--- config.mk ---
export PLATFORM = sky130hd
export DESIGN_NAME = usbcs_top
export DESIGN_NICKNAME = d
export VERILOG_FILES = /design/src/usbcs_pkg.sv /design/src/usbcs_sync.sv /design/src/usbcs_top.sv
export SDC_FILE = /design/constraint.sdc
export NUM_CORES = 1
export LEC_CHECK = 0
export BUFFER_PORTS_ARGS = -buffer_cell sky130_fd_sc_hd__buf_2
export CORE_MARGIN = 2
export CORE_UTILIZATION = 45
export CTS_CLUSTER_SIZE = 20
export DETAILED_ROUTE_END_ITERATION = 6
export PLACE_DENSITY_LB_ADDON = 0.2
export SLEW_MARGIN = 20
export SYNTH_ARGS = -nofsm -noshare
export SYNTH_HDL_FRONTEND = slang
export SYNTH_SLANG_ARGS = --single-unit
--- constraint.sdc ---
create_clock -name clock_i -period 1.94 [get_ports clock_i]
set_clock_uncertainty 0.1 [all_clocks]
set_input_delay 0.291 -clock clock_i [delete_from_list [all_inputs] [get_ports clock_i]]
set_output_delay 0.291 -clock clock_i [all_outputs]
set_load 0.02 [all_outputs]
--- src/usbcs_pkg.sv ---
// Constants and types for the USB core control and status register block.
// Assumes a 32-bit APB master and a USB engine that runs on the same clock.
// Function
// - Endpoint 1-7 transmit event flags live in bits 23 down to 17.
// - Endpoint zero event flag in bit 16 is set while an event awaits service.
// - Reading the flag byte clears those flags; software reads that byte alone.
// - Device iso endpoint with bit 15 set holds a ready packet until next SOF.
// - Device soft connect bit 14 enables the D+/D- lines; clear tri-states them.
// - High-speed enable bit 13 allows high-speed negotiation; clear means full speed only.
// - Bit 12 reports high speed, valid after device bus reset or host reset clear.
// - Bit 11 reads bus reset signaling; read-only in device, read/write in host.
// - Host toggle bit 25 reads current toggle; writes only count with bit 26 set.
// - Bit 24 flags an incomplete iso packet and reads 0 for other types, cleared by writing 0.
// - Writing 1 to bit 23 clears the data toggle; 0 leaves it alone.
// - Device bit 22 sets after a STALL is sent, stays until written 0.
// - Host bit 22 sets with an interrupt on a received STALL, cleared by 0.
// - Device bit 21 makes the endpoint answer STALL; clearing ends the stall.
// - Host bit 21 requests an IN transaction, cleared when a packet becomes ready.
// - Flush bit 20 drops the next packet, clears packet ready and self-clears.
// - Device bit 19 flags iso CRC/stuff error, clears with packet ready, bulk reads 0.
// - Host bit 19 flags CRC/stuff error, and NAK time-out for bulk endpoints.
package usbcs_pkg;

  // ==========================================================================
  // Register map
  localparam int         APB_AW      = 8;
  localparam logic [7:0] ADDR_GLOBAL = 8'h00;
  localparam logic [7:0] ADDR_EP     = 8'h04;
  localparam logic [7:0] ADDR_CFG    = 8'h08;
  localparam logic [7:0] ADDR_IST    = 8'h0c;
  localparam logic [7:0] ADDR_IMSK   = 8'h10;

  // ==========================================================================
  // Field positions
  localparam int GB_EPTX_MSB = 23;
  localparam int GB_EPTX_LSB = 17;
  localparam int GB_EP0      = 16;
  localparam int GB_ISO      = 15;
  localparam int GB_SOFTC    = 14;
  localparam int GB_HIGH_SPEED_ENABLE     = 13;
  localparam int GB_HSST     = 12;
  localparam int GB_RESET    = 11;
  localparam int EP_TWEN     = 26;
  localparam int EP_TGL      = 25;
  localparam int EP_INC      = 24;
  localparam int EP_CLEAR_DATA_TOGGLE    = 23;
  localparam int EP_STST     = 22;
  localparam int EP_STRQ     = 21;
  localparam int EP_FLUSH    = 20;
  localparam int EP_DERR     = 19;
  localparam int EP_RXRDY    = 16;
  localparam int CF_HOST     = 0;
  localparam int CF_TYPE_LSB = 1;
  localparam int CF_TYPE_MSB = 2;
  localparam int IRQ_W       = 5;
  localparam int IQ_TX       = 0;
  localparam int IQ_EP0      = 1;
  localparam int IQ_STALL    = 2;
  localparam int IQ_RXRDY    = 3;
  localparam int IQ_RXERR    = 4;

  // Endpoint transfer type encoding.
  localparam logic [1:0] TYPE_CTRL = 2'h0;
  localparam logic [1:0] TYPE_ISO  = 2'h1;
  localparam logic [1:0] TYPE_BULK = 2'h2;
  localparam logic [1:0] TYPE_INTR = 2'h3;

  // ==========================================================================
  // Carriers
  typedef struct packed {
    logic [6:0] tx_ep_evt;     // Per endpoint 1-7 transmit event pulses.
    logic       ep0_evt;       // Control endpoint event pulse.
    logic       sof;           // Start-of-frame token seen.
    logic       tx_rdy;        // Transmit packet ready marked.
    logic       hs_ok;         // High-speed handshake succeeded.
    logic       stall_sent;    // STALL handshake transmitted.
    logic       stall_rcvd;    // STALL handshake received.
    logic       rx_rdy;        // Receive packet ready.
    logic       rx_incomplete; // High-bandwidth packet lacks data.
    logic       rx_crc_err;    // CRC or bit-stuff error.
    logic       nak_timeout;   // NAK limit exceeded.
    logic       toggle_adv;    // Engine advanced the data toggle.
  } usbcs_evt_t;

  typedef struct packed {
    logic line_oe;     // Drive D+/D-.
    logic hs_enable;   // Allow high-speed chirp.
    logic drive_reset; // Host drives bus reset.
    logic stall_hs;    // Answer with STALL.
    logic in_request;  // Host IN transaction wanted.
    logic fifo_flush;  // One-cycle FIFO flush.
    logic tx_go;       // One-cycle packet release.
    logic data_toggle; // Current data toggle.
  } usbcs_ctl_t;

  typedef struct packed {
    logic [31:0] prdata;
    logic        pready;
    logic        pslverr;
    logic        irq;
    usbcs_ctl_t  ctl;
    logic [6:0]  eptx;
    logic        ep0;
    logic        iso_wait;
    logic        soft_conn;
    logic        hs_en;
    logic        hs_stat;
    logic        host_rst;
    logic        bus_rst_q;
    logic        twen;
    logic        incomp;
    logic        stall_st;
    logic        stall_rq;
    logic        in_req;
    logic        derr;
    logic        rxrdy;
    logic        tx_pend;
    logic        host;
    logic [1:0]  eptype;
    logic [IRQ_W-1:0] ist;
    logic [IRQ_W-1:0] imask;
  } usbcs_state_t;

  typedef struct packed {
    logic f1;
    logic f2;
    logic f3;
    logic q;
  } usbcs_sync_t;

  // High-speed enable resets to one.
  localparam usbcs_ctl_t   CTL_RST   = '{hs_enable: 1'b1, default: 1'b0};
  localparam usbcs_state_t STATE_RST = '{hs_en: 1'b1, ctl: CTL_RST, default: '0};

endpackage

--- src/usbcs_sync.sv ---
// Three-stage synchroniser with agreement filter for a pin input.
// Assumes the input is asynchronous to clock_i.
`timescale 1ns/1ns
module usbcs_sync (
  input  wire logic clock_i, // Core clock.
  input  wire logic rst_i,   // Asynchronous reset, active high.
  input  wire logic d_i,     // Raw pin level.
  output logic      q_o      // Filtered level.
);

  usbcs_pkg::usbcs_sync_t s;
  usbcs_pkg::usbcs_sync_t n;

  // ==========================================================================
  // Next state
  // The output moves only when the second and third stages agree.
  always_comb begin
    n    = s;
    n.f1 = d_i;
    n.f2 = s.f1;
    n.f3 = s.f2;
    if (s.f2 == s.f3) begin
      n.q = s.f3;
    end
  end

  always_ff @(posedge clock_i or posedge rst_i) begin
    if (rst_i) begin
      s <= '0;
    end else begin
      s <= n;
    end
  end

  assign q_o = s.q;

endmodule // usbcs_sync

--- src/usbcs_top.sv ---
// USB core control and status registers with an APB slave and one interrupt.
// Assumes the USB engine shares clock_i and gives one-cycle event pulses.
`timescale 1ns/1ns
module usbcs_top (
  input  wire logic                  clock_i,        // 250 MHz core clock.
  input  wire logic                  rst_i,          // Asynchronous reset, active high.
  input  wire logic                  psel_i,         // APB select.
  input  wire logic                  penable_i,      // APB enable.
  input  wire logic                  pwrite_i,       // APB direction.
  input  wire logic [7:0]            paddr_i,        // APB byte address.
  input  wire logic [31:0]           pwdata_i,       // APB write data.
  output logic      [31:0]           prdata_o,       // APB read data.
  output logic                       pready_o,       // APB ready.
  output logic                       pslverr_o,      // APB error on unmapped address.
  input  wire logic                  bus_rst_line_i, // Reset signaling seen on the bus.
  input  wire usbcs_pkg::usbcs_evt_t evt_i,          // Engine events.
  output usbcs_pkg::usbcs_ctl_t      ctl_o,          // Controls to the engine and PHY.
  output logic                       irq_o           // Level interrupt.
);

  usbcs_pkg::usbcs_state_t s;
  usbcs_pkg::usbcs_state_t n;
  logic                    rst_line;
  logic                    setup;
  logic                    acc;
  logic                    wr_glb;
  logic                    wr_ep;
  logic                    rd_glb;
  logic                    is_iso;
  logic                    is_bulk;
  logic                    hs_cap;
  logic [usbcs_pkg::IRQ_W-1:0] ev;

  // ==========================================================================
  // Decode helpers
  function automatic logic mapped(input logic [7:0] a);
    return (a == usbcs_pkg::ADDR_GLOBAL) || (a == usbcs_pkg::ADDR_EP) ||
           (a == usbcs_pkg::ADDR_CFG) || (a == usbcs_pkg::ADDR_IST) ||
           (a == usbcs_pkg::ADDR_IMSK);
  endfunction

  function automatic logic [31:0] rd_word(input usbcs_pkg::usbcs_state_t st,
                                          input logic rl, input logic [7:0] a);
    logic [31:0] w;
    logic        iso;
    logic        bulk;
    w    = '0;
    iso  = st.eptype == usbcs_pkg::TYPE_ISO;
    bulk = st.eptype == usbcs_pkg::TYPE_BULK;
    case (a)
      usbcs_pkg::ADDR_GLOBAL: begin
        w[usbcs_pkg::GB_EPTX_MSB:usbcs_pkg::GB_EPTX_LSB] = st.eptx;
        w[usbcs_pkg::GB_EP0]   = st.ep0;
        w[usbcs_pkg::GB_ISO]   = st.iso_wait & ~st.host;
        w[usbcs_pkg::GB_SOFTC] = st.soft_conn;
        w[usbcs_pkg::GB_HIGH_SPEED_ENABLE]  = st.hs_en;
        w[usbcs_pkg::GB_HSST]  = st.hs_stat;
        w[usbcs_pkg::GB_RESET] = st.host ? st.host_rst : rl;
      end
      usbcs_pkg::ADDR_EP: begin
        w[usbcs_pkg::EP_TWEN]  = st.twen;
        w[usbcs_pkg::EP_TGL]   = st.ctl.data_toggle;
        w[usbcs_pkg::EP_INC]   = st.incomp & iso;
        w[usbcs_pkg::EP_STST]  = st.stall_st;
        w[usbcs_pkg::EP_STRQ]  = st.host ? st.in_req : st.stall_rq;
        w[usbcs_pkg::EP_DERR]  = st.derr & (st.host | ~bulk);
        w[usbcs_pkg::EP_RXRDY] = st.rxrdy;
      end
      usbcs_pkg::ADDR_CFG: begin
        w[usbcs_pkg::CF_HOST] = st.host;
        w[usbcs_pkg::CF_TYPE_MSB:usbcs_pkg::CF_TYPE_LSB] = st.eptype;
      end
      usbcs_pkg::ADDR_IST: begin
        w[usbcs_pkg::IRQ_W-1:0] = st.ist;
      end
      usbcs_pkg::ADDR_IMSK: begin
        w[usbcs_pkg::IRQ_W-1:0] = st.imask;
      end
      default: begin
        w = '0;
      end
    endcase
    return w;
  endfunction

  // ==========================================================================
  // Bus reset line synchroniser
  usbcs_sync u_rst_sync (
    .clock_i (clock_i),
    .rst_i   (rst_i),
    .d_i     (bus_rst_line_i),
    .q_o     (rst_line)
  );

  // ==========================================================================
  // Bus strobes
  // Read data is captured in the setup cycle, so the slave answers with
  // pready in the first access cycle and never inserts wait states.
  assign setup   = psel_i & ~penable_i;
  assign acc     = psel_i & penable_i & s.pready;
  assign wr_glb  = acc & pwrite_i & (paddr_i == usbcs_pkg::ADDR_GLOBAL);
  assign wr_ep   = acc & pwrite_i & (paddr_i == usbcs_pkg::ADDR_EP);
  assign rd_glb  = acc & ~pwrite_i & (paddr_i == usbcs_pkg::ADDR_GLOBAL);
  assign is_iso  = s.eptype == usbcs_pkg::TYPE_ISO;
  assign is_bulk = s.eptype == usbcs_pkg::TYPE_BULK;
  assign hs_cap  = evt_i.hs_ok & s.hs_en;

  // ==========================================================================
  // Next state
  always_comb begin
    n                = s;
    n.pready         = 1'b0;
    n.pslverr        = 1'b0;
    n.prdata         = '0;
    n.ctl.fifo_flush = 1'b0;
    n.ctl.tx_go      = 1'b0;
    ev               = '0;
    if (setup) begin
      n.pready  = 1'b1;
      n.pslverr = ~mapped(paddr_i);
      if (!pwrite_i) begin
        n.prdata = rd_word(s, rst_line, paddr_i);
      end
    end

    // Only the bits that went out on the bus are cleared, so an event that
    // lands between capture and completion survives the read.
    if (rd_glb) begin
      n.eptx = s.eptx & ~s.prdata[usbcs_pkg::GB_EPTX_MSB:usbcs_pkg::GB_EPTX_LSB];
      n.ep0  = s.ep0 & ~s.prdata[usbcs_pkg::GB_EP0];
    end
    n.eptx = n.eptx | evt_i.tx_ep_evt;
    n.ep0  = n.ep0 | evt_i.ep0_evt;

    if (wr_glb) begin
      n.iso_wait  = pwdata_i[usbcs_pkg::GB_ISO] & ~s.host;
      n.soft_conn = pwdata_i[usbcs_pkg::GB_SOFTC];
      n.hs_en     = pwdata_i[usbcs_pkg::GB_HIGH_SPEED_ENABLE];
      if (s.host) begin
        n.host_rst = pwdata_i[usbcs_pkg::GB_RESET];
      end
    end
    if (acc && pwrite_i && paddr_i == usbcs_pkg::ADDR_CFG) begin
      n.host   = pwdata_i[usbcs_pkg::CF_HOST];
      n.eptype = pwdata_i[usbcs_pkg::CF_TYPE_MSB:usbcs_pkg::CF_TYPE_LSB];
    end
    n.host_rst = n.host_rst & n.host;

    // Speed status is latched at the end of reset in either role.
    if (!s.host && s.bus_rst_q && !rst_line) begin
      n.hs_stat = hs_cap;
    end
    if (s.host && s.host_rst && !n.host_rst) begin
      n.hs_stat = hs_cap;
    end
    n.bus_rst_q = rst_line;

    // Iso packets wait for the frame start when asked to.
    if (s.tx_pend && (!(s.iso_wait && !s.host && is_iso) || evt_i.sof)) begin
      n.tx_pend   = 1'b0;
      n.ctl.tx_go = 1'b1;
    end
    if (evt_i.tx_rdy) begin
      n.tx_pend = 1'b1;
    end

    if (evt_i.toggle_adv) begin
      n.ctl.data_toggle = ~s.ctl.data_toggle;
    end
    if (wr_ep) begin
      n.twen = pwdata_i[usbcs_pkg::EP_TWEN];
      if (s.host && pwdata_i[usbcs_pkg::EP_TWEN]) begin
        n.ctl.data_toggle = pwdata_i[usbcs_pkg::EP_TGL];
      end
      if (pwdata_i[usbcs_pkg::EP_CLEAR_DATA_TOGGLE]) begin
        n.ctl.data_toggle = 1'b0;
      end
      if (!pwdata_i[usbcs_pkg::EP_INC]) begin
        n.incomp = 1'b0;
      end
      if (!pwdata_i[usbcs_pkg::EP_STST]) begin
        n.stall_st = 1'b0;
      end
      if (s.host) begin
        n.in_req = pwdata_i[usbcs_pkg::EP_STRQ];
      end else begin
        n.stall_rq = pwdata_i[usbcs_pkg::EP_STRQ];
      end
      if (!pwdata_i[usbcs_pkg::EP_RXRDY]) begin
        n.rxrdy = 1'b0;
      end
      if (pwdata_i[usbcs_pkg::EP_FLUSH]) begin
        n.rxrdy          = 1'b0;
        n.ctl.fifo_flush = 1'b1;
      end
    end

    if (evt_i.rx_incomplete && (is_iso || s.eptype == usbcs_pkg::TYPE_INTR)) begin
      n.incomp = 1'b1;
    end
    if ((!s.host && evt_i.stall_sent) || (s.host && evt_i.stall_rcvd)) begin
      n.stall_st         = 1'b1;
      ev[usbcs_pkg::IQ_STALL] = 1'b1;
    end
    if (evt_i.rx_rdy) begin
      n.rxrdy                 = 1'b1;
      n.in_req                = 1'b0;
      ev[usbcs_pkg::IQ_RXRDY] = 1'b1;
    end

    // The error flag follows the packet it describes.
    if (s.rxrdy && !n.rxrdy) begin
      n.derr = 1'b0;
    end
    if ((!s.host && evt_i.rx_crc_err && is_iso) ||
        (s.host && (evt_i.rx_crc_err || (evt_i.nak_timeout && is_bulk)))) begin
      n.derr                  = 1'b1;
      ev[usbcs_pkg::IQ_RXERR] = 1'b1;
    end

    ev[usbcs_pkg::IQ_TX]  = |evt_i.tx_ep_evt;
    ev[usbcs_pkg::IQ_EP0] = evt_i.ep0_evt;
    if (acc && pwrite_i && paddr_i == usbcs_pkg::ADDR_IST) begin
      n.ist = s.ist & ~pwdata_i[usbcs_pkg::IRQ_W-1:0];
    end
    n.ist = n.ist | ev;
    if (acc && pwrite_i && paddr_i == usbcs_pkg::ADDR_IMSK) begin
      n.imask = pwdata_i[usbcs_pkg::IRQ_W-1:0];
    end
    n.irq = |(n.ist & n.imask);

    n.ctl.line_oe     = n.soft_conn & ~n.host;
    n.ctl.hs_enable   = n.hs_en;
    n.ctl.drive_reset = n.host_rst;
    n.ctl.stall_hs    = n.stall_rq & ~n.host;
    n.ctl.in_request  = n.in_req & n.host;
  end

  always_ff @(posedge clock_i or posedge rst_i) begin
    if (rst_i) begin
      s <= usbcs_pkg::STATE_RST;
    end else begin
      s <= n;
    end
  end

  assign prdata_o  = s.prdata;
  assign pready_o  = s.pready;
  assign pslverr_o = s.pslverr;
  assign ctl_o     = s.ctl;
  assign irq_o     = s.irq;
endmodule // usbcs_top

==> results of run 1 <==
-- state kept, by name, summed over array words and instances (netlist names) --
signal          cells
u_rst_sync.n        2
u_rst_sync.q_o      1
u_rst_sync.s        1
s                  35
pslverr_o           1
prdata_o           21
pready_o            1
ctl_o               6
irq_o               1
-- where the power goes --
group          total [mW]  leakage (nW)  switching [mW]  internal (mW)
Sequential           1.49         0.866          0.0206           1.47
Clock                1.32         0.112           0.560          0.756
Combinational       0.248         0.938           0.150         0.0974
-- final cells by class --
class	instances	area, um2
clock buffer	10	137.6
clock inverter	6	86.33
fill	597	2922
inverter	10	41.29
multi-input combinational	164	1076
sequential	69	1728
tap	80	100.1
timing repair buffer	113	665.6
-- synth_stat cells, types with 2 or more instances --
library cell / n / area, um2
or4_4: 2 / 22.52
nor2_1: 12 / 45.04
and3_1: 4 / 25.02
nand2b_1: 3 / 18.77
a21o_1: 9 / 67.56
mux2_2: 11 / 123.9
a222oi_1: 4 / 40.04
a31oi_1: 2 / 12.51
o21ai_0: 6 / 30.03
nor3_1: 6 / 30.03
nand2_1: 26 / 97.59
mux2i_1: 2 / 20.02
o21ai_1: 2 / 10.01
a21oi_1: 6 / 30.03
dfrtp_1: 68 / 1702
nor4_1: 2 / 12.51
buf_4: 40 / 300.3
or2_2: 2 / 12.51
inv_1: 10 / 37.54
nor2b_1: 6 / 37.54
and2_1: 11 / 68.82
a22oi_1: 2 / 15.01
nor4_2: 2 / 25.02
nand3_1: 8 / 40.04
clkbuf_1: 3 / 11.26
nor3b_1: 3 / 22.52
a22o_1: 3 / 26.28
nand4_1: 3 / 18.77
o41ai_1: 2 / 17.52
-- logic make-up (layout without fill, tap and decap cells) --
| logic type | Yosys count | count (layout) | synth area share (%) |
|---|---|---|---|
| AO/OA/AOI/OAI | 42 | 42 | 9.944 |
| buffers and inverters | 54 | 139 | 11.59 |
| other | 1 | 11 | 0.1207 |
| AND/OR/NAND/NOR | 96 | 96 | 17.51 |
| XOR/XNOR | 1 | 1 | 0.2819 |
| multiplexers | 13 | 13 | 4.630 |
| flip-flops | 69 | 69 | 55.60 |
| adder cells (fa/ha/maj) | 1 | 1 | 0.3221 |
-- critical path: stages, from the launching register on --
cell and delay (ns):
dfrtp_1 0.39, and4_4 0.24, nand4_1 0.20, mux2_2 0.35, a222oi_1 0.34, o221ai_1 0.17
-- what timing repair did --
item	4_1_cts	5_1_grt
endpoints found under the setup margin	1	4
gates resized for setup	1	2
setup buffers	1	0
hold buffers	2	0
pin swaps	2	4
endpoints found under the hold margin	69	0
-- layer usage --
layer / track usage (%) / up-vias / routed length (um)
li1: - / 1094 / -
met1: 26.28 / 1107 / 3267
met2: 31.92 / 75 / 3468
met3: 4.360 / 10 / 323
met4: 7.552 / 0 / 92
met5: 0 / - / 0
-- path summary, 6_finish.rpt --
kind,slack (ns),start,depth (start not counted),endpoint
worst max-delay path,-0.004,pready_o,5,irq_o
worst min-delay path,0.03,evt_i[8],2,s[13]
worst max register to register,-0.004,pready_o,5,irq_o
worst min register to register,0.25,u_rst_sync.n[2],0,u_rst_sync.n[1]
max in group asynchronous,0.94,rst_i,4,s[24]
min in group asynchronous,0.49,rst_i,4,prdata_o[23]
-- per-stage QoR --
step	setup slack [ns]	hold slack, ns
final	-0.003657	0.02671
after floorplan	-0.1166	0.2224
after detailed placement	-0.3875	0.2416
after global placement	-0.2425	0.2341
after global routing	-0.09105	0.01064
after CTS	0.002790	0.01520
==> out/qor.csv, run 1 <==
stage;metric;value;unit
status;status;complete, but fails checks;
status;failing checks;setup timing;
yosys;Yosys cell types;46;
pwr;peak supply drop;0.4140;mV
global_route;largest net degree at the start of global routing;70;
pwr;Power Total;3.052;mW
drt;post-DR vias/cell;5.058;
worst_setup_path;CP arrival;2.04;ns
drt;detailed-route via count;2286;
worst_setup_path;CP Capture Type;register;
timing;worst setup margin;-0.003657;ns
cts;clk sinks;69;
drt;DRC;0;
timing;RSZ-0062 raised after global routing;yes;
yosys;sequential element share of the synthesized area;55.60;%
worst_setup_path;Worst Path Max Fanout;4;
drt;total wire length;7152;um
cts;CTS tree;done;
finish;Final nets;431;
finish;most frequent cells in the layout;buf_2 (80), dfrtp_1 (68), buf_4 (30);
timing;final hold vios;0;
floorplan;Die Area;7587;um2
cts;total CTS buffers;9;
worst_setup_path;Startpoint Class;register;
timing;Min Clock Period, post-route;1.944;ns
global_route;vias in the first global route;2246;
worst_hold_path;HP Class;in2reg;
finish;Finished Core Util;56.76;%
floorplan;# rows;30;
cts;CTS Root Cell;clkbuf_8;
timing;Max Fclk;0.5145;GHz
pwr;Pwr Density;795.8;nW/um2
global_route;antenna violations before repair;0;
floorplan;Initial Util;46.00;%
floorplan;Die W;87.11;um
drt;antenna-violating nets left;0;
floorplan;Die Span Y;87.11;um
finish;antenna cells;0;
place;Post-DP Area;3565;um2
finish;fin area;3835;um2
cts;CTS Buffer Depth;2;
yosys;Avg Cell Area, Syn;11.22;um2
global_route;Total GRT Usage;19.82;%
timing;total negative slack;-0.003657;ns
global_route;GRT overflow;0;
finish;layout cells sized above 1;40.86;%
floorplan;num ports;107;
finish;non-filler cells, final;452;
finish;Area growth syn-to-layout;23.39;%
cts;clk_lat worst skew;0.35;ns
cts;# H-tree levels;3;
place;gpl congestion;0.8276;
cts;Clock transition at path regs;0.08;ns
yosys;asr flop ratio synth;100.0;%
drt;WL per Instance;15.82;um
timing;Slew Viols, Final;0;
yosys;yosys warns;0;
place;PortBufs;80;
worst_setup_path;WP data required;2.04;ns
worst_setup_path;type of the worst setup path;reg2reg;
place;DP Wirelength;5364;um
yosys;Most used DFF post-synth;dfrtp_1;
yosys;Seq cells post-synth;69;
timing;crit share post-route;100.2;%
drt;TritonRoute pass-1 iters;4;
floorplan;area of the core;6756;um2
drt;DR iter-0 viols;83;
timing;final setup vio count;1;
run;Max-Cap Viols;0;
yosys;Post-Synthesis Cells;277;
global_route;first-pass GRT wire length;11120;um
yosys;Post-synth EDFFs;0;
place;placed insts;433;
finish;most common cell after layout, fill and taps aside;buf_2;
yosys;mapped cell area;3108;um2
pwr;Pleak;1.916;nW
Power figures use the tool's default switching activity.
==> run 2, diff against run 1 <==
clock period = 1.6 ns   (was 1.94 ns; I/O delays follow)
==> run 2 against run 1 <==
Net effect:
- the flow still finishes with violations (setup timing)
- critical path depth unchanged
- clock power up 16%
- largest cell class unchanged
- clock-buffer cell count unchanged
- routed wire length up 4.0%
- core utilization up 5.8 points
- total power up 21%
- final area up 10%
==> out/qor.csv, run 2 (synthesis gave the netlist of run 1 again) <==
stage;metric;value;unit;change
drt;WL per Instance;15.49;um;was 15.82 um
place;placed insts;439;;was 433
finish;most common cell after layout, fill and taps aside;buf_2;;unchanged
pwr;clock share of power;41.6;%;was 43.1%
finish;Reg with most FFs;s;;unchanged
finish;max reg flops;35;;unchanged
place;DP Wirelength;5295;um;was 5364 um
drt;post-DR vias/cell;5.027;;was 5.058
cts;clk_lat worst skew;0.34;ns;was 0.35 ns
worst_setup_path;reg2reg end;irq_o;;unchanged
timing;WHS;0.02341;ns;was 0.02671 ns
worst_setup_path;Worst Setup SP;pready_o;;unchanged
worst_setup_path;WP data required;1.69;ns;was 2.04 ns
finish;fin area;4227;um2;was 3835 um2
global_route;GRT overflow;0;;unchanged
pwr;Pleak;2.068;nW;was 1.916 nW
floorplan;Die W;87.11;um;unchanged
cts;clk sinks;69;;unchanged
finish;Area growth syn-to-layout;35.99;%;was 23.39%
pwr;Pwr Density;871.2;nW/um2;was 795.8 nW/um2
finish;antenna cells;0;;unchanged
cts;Clock transition at path regs;0.08;ns;about the same
floorplan;Die Span Y;87.11;um;unchanged
timing;Max Fclk;0.4921;GHz;was 0.5145 GHz
worst_setup_path;WP buf/inv;0;;unchanged
worst_hold_path;HP Class;in2reg;;unchanged
worst_setup_path;crit path to;irq_o;;unchanged
global_route;first-pass GRT wire length;11410;um;was 11120 um
cts;total CTS buffers;9;;unchanged
timing;final setup vio count;21;;was 1
worst_setup_path;Critical Path Stages;5;;unchanged
drt;DRC;0;;unchanged
floorplan;# rows;30;;unchanged
status;failing checks;setup timing;;unchanged
pwr;Power Total;3.682;mW;was 3.052 mW
worst_setup_path;Startpoint Class;register;;unchanged
pwr;Sw Ratio;23.85;%;was 23.96%
floorplan;Initial Util;46.00;%;unchanged
timing;Slew Viols, Final;0;;unchanged
place;post-place setup slack;-0.5875;ns;was -0.3875 ns
place;gpl congestion;0.8848;;was 0.8276
pwr;peak supply drop;0.7840;mV;was 0.4140 mV
worst_setup_path;crit-path leading delay family;compound AO/OA/AOI/OAI gates;;unchanged
finish;layout cells sized above 1;47.00;%;was 40.86%
pwr;Logic pwr share;9.4;%;was 8.1%
worst_setup_path;FF-to-FF Start;pready_o;;unchanged
worst_setup_path;Reg2Reg Setup Slack;-0.43;ns;was -0.004 ns
worst_setup_path;Worst Path Max Fanout;4;;unchanged
finish;non-filler cells, final;480;;was 452
floorplan;Die Area;7587;um2;unchanged
pwr;Int Power;2.804;mW;was 2.321 mW
cts;CTS Root Cell;clkbuf_8;;unchanged
global_route;antenna violations before repair;0;;unchanged
finish;most frequent cells in the layout;buf_2 (80), dfrtp_1 (67), buf_4 (41);;was buf_2 (80), dfrtp_1 (68), buf_4 (30)
place;PortBufs;80;;unchanged
worst_setup_path;CP Capture Type;register;;unchanged
timing;final hold vios;0;;unchanged
finish;Final nets;459;;was 431
drt;antenna-violating nets left;0;;unchanged
pwr;part of the power in registers;49.0;%;was 48.7%
global_route;largest net degree at the start of global routing;47;;was 70
drt;total wire length;7435;um;was 7152 um
run;Max-Cap Viols;0;;unchanged
worst_setup_path;Critical Path Max Stage Delay;0.42;ns;was 0.39 ns
worst_setup_path;CP arrival;2.12;ns;was 2.04 ns
cts;# H-tree levels;3;;unchanged
cts;CTS Buffer Depth;2;;unchanged
cts;CTS tree;done;;unchanged
worst_setup_path;r2r worst-path depth;5;;unchanged
timing;worst setup margin;-0.4321;ns;was -0.003657 ns
timing;RSZ-0062 raised after global routing;yes;;unchanged
worst_setup_path;Critical Path Slowest Stage Cell;a222oi_1;;was dfrtp_1
timing;Min Clock Period, post-route;2.032;ns;was 1.944 ns
status;status;complete, but fails checks;;unchanged
global_route;Total GRT Usage;20.12;%;was 19.82%
worst_setup_path;type of the worst setup path;reg2reg;;unchanged
floorplan;num ports;107;;unchanged
global_route;vias in the first global route;2332;;was 2246
drt;detailed-route via count;2413;;was 2286
place;Post-DP Area;3633;um2;was 3565 um2
pwr;Net Switching;878.4;uW;was 731.1 uW
worst_setup_path;crit path cell chain;and4_4 -> nand4_1 -> mux2_2 -> a222oi_1 -> o221ai_1;;unchanged
drt;DR iter-0 viols;192;;was 83
drt;TritonRoute pass-1 iters;5;;was 4
floorplan;area of the core;6756;um2;unchanged
timing;crit share post-route;127.0;%;was 100.2%
[run 2: power groups by stage]
| stage | clock (mW) | sequential (mW) | combinational, mW |
|---|---|---|---|
| after CTS | 1.57 | 1.80 | 0.338 |
| after detailed placement | 0 | 1.84 | 0.302 |
| after global routing | 1.67 | 1.81 | 0.375 |
| after global placement | 0 | 1.84 | 0.298 |
| after floorplan | 0 | 1.84 | 0.177 |
| final | 1.53 | 1.81 | 0.346 |
[run 2: worst min-delay path, stage by stage]
cell,delay (ns)
buf_2,0.10
nand2_1,0.05
nand2_1,0.05
[run 2: layer usage]
| metal | track usage [%] | vias up | routed length [um] | part of all wire, % |
|---|---|---|---|---|
| met5 | 0 | - | 0 | 0 |
| met4 | 5.874 | 0 | 72 | 0.97 |
| met3 | 6.730 | 8 | 412 | 5.5 |
| met2 | 32.41 | 90 | 3646 | 49 |
| met1 | 25.99 | 1159 | 3303 | 44 |
| li1 | - | 1156 | - | - |
[run 2: cell type report]
type	count	area (um2)
Clock buffer	10	127.6
Clock inverter	6	87.58
Timing Repair Buffer	141	927.1
Fill cell	545	2530
Sequential cell	69	1729
Multi-Input combinational cell	164	1214
Inverter	10	41.29
Tap cell	80	100.1
[run 2: worst min-delay path by stage]
stage                    start               to  slack [ns]  cells past startpoint
2_1_floorplan   bus_rst_line_i  u_rst_sync.n[2]        0.17                      0
3_3_place_gp   u_rst_sync.n[2]  u_rst_sync.n[1]        0.23                      0
3_5_place_dp             rst_i         ctl_o[4]        0.23                      3
4_1_cts           pwdata_i[26]            s[20]       0.008                      3
5_1_grt           pwdata_i[26]            s[20]        0.01                      3
6_report          pwdata_i[26]            s[20]        0.02                      3
[run 2: metrics by stage]
stage          TNS, ns  utilization, %
6_report        -2.902           62.56
3_5_place_dp    -12.79           53.78
5_1_grt         -4.018           62.56
4_1_cts         -2.546           61.61
2_1_floorplan   -2.899               -
3_3_place_gp    -11.79           53.78
[run 2: repair_timing]
action | 4_1_cts | 5_1_grt
setup buffers | 10 | 6
hold endpoints to repair | 79 | 0
hold buffers | 12 | 0
pin swaps | 12 | 4
endpoints found under the setup margin | 16 | 46
gates resized for setup | 29 | 11
cloned | 0 | 0
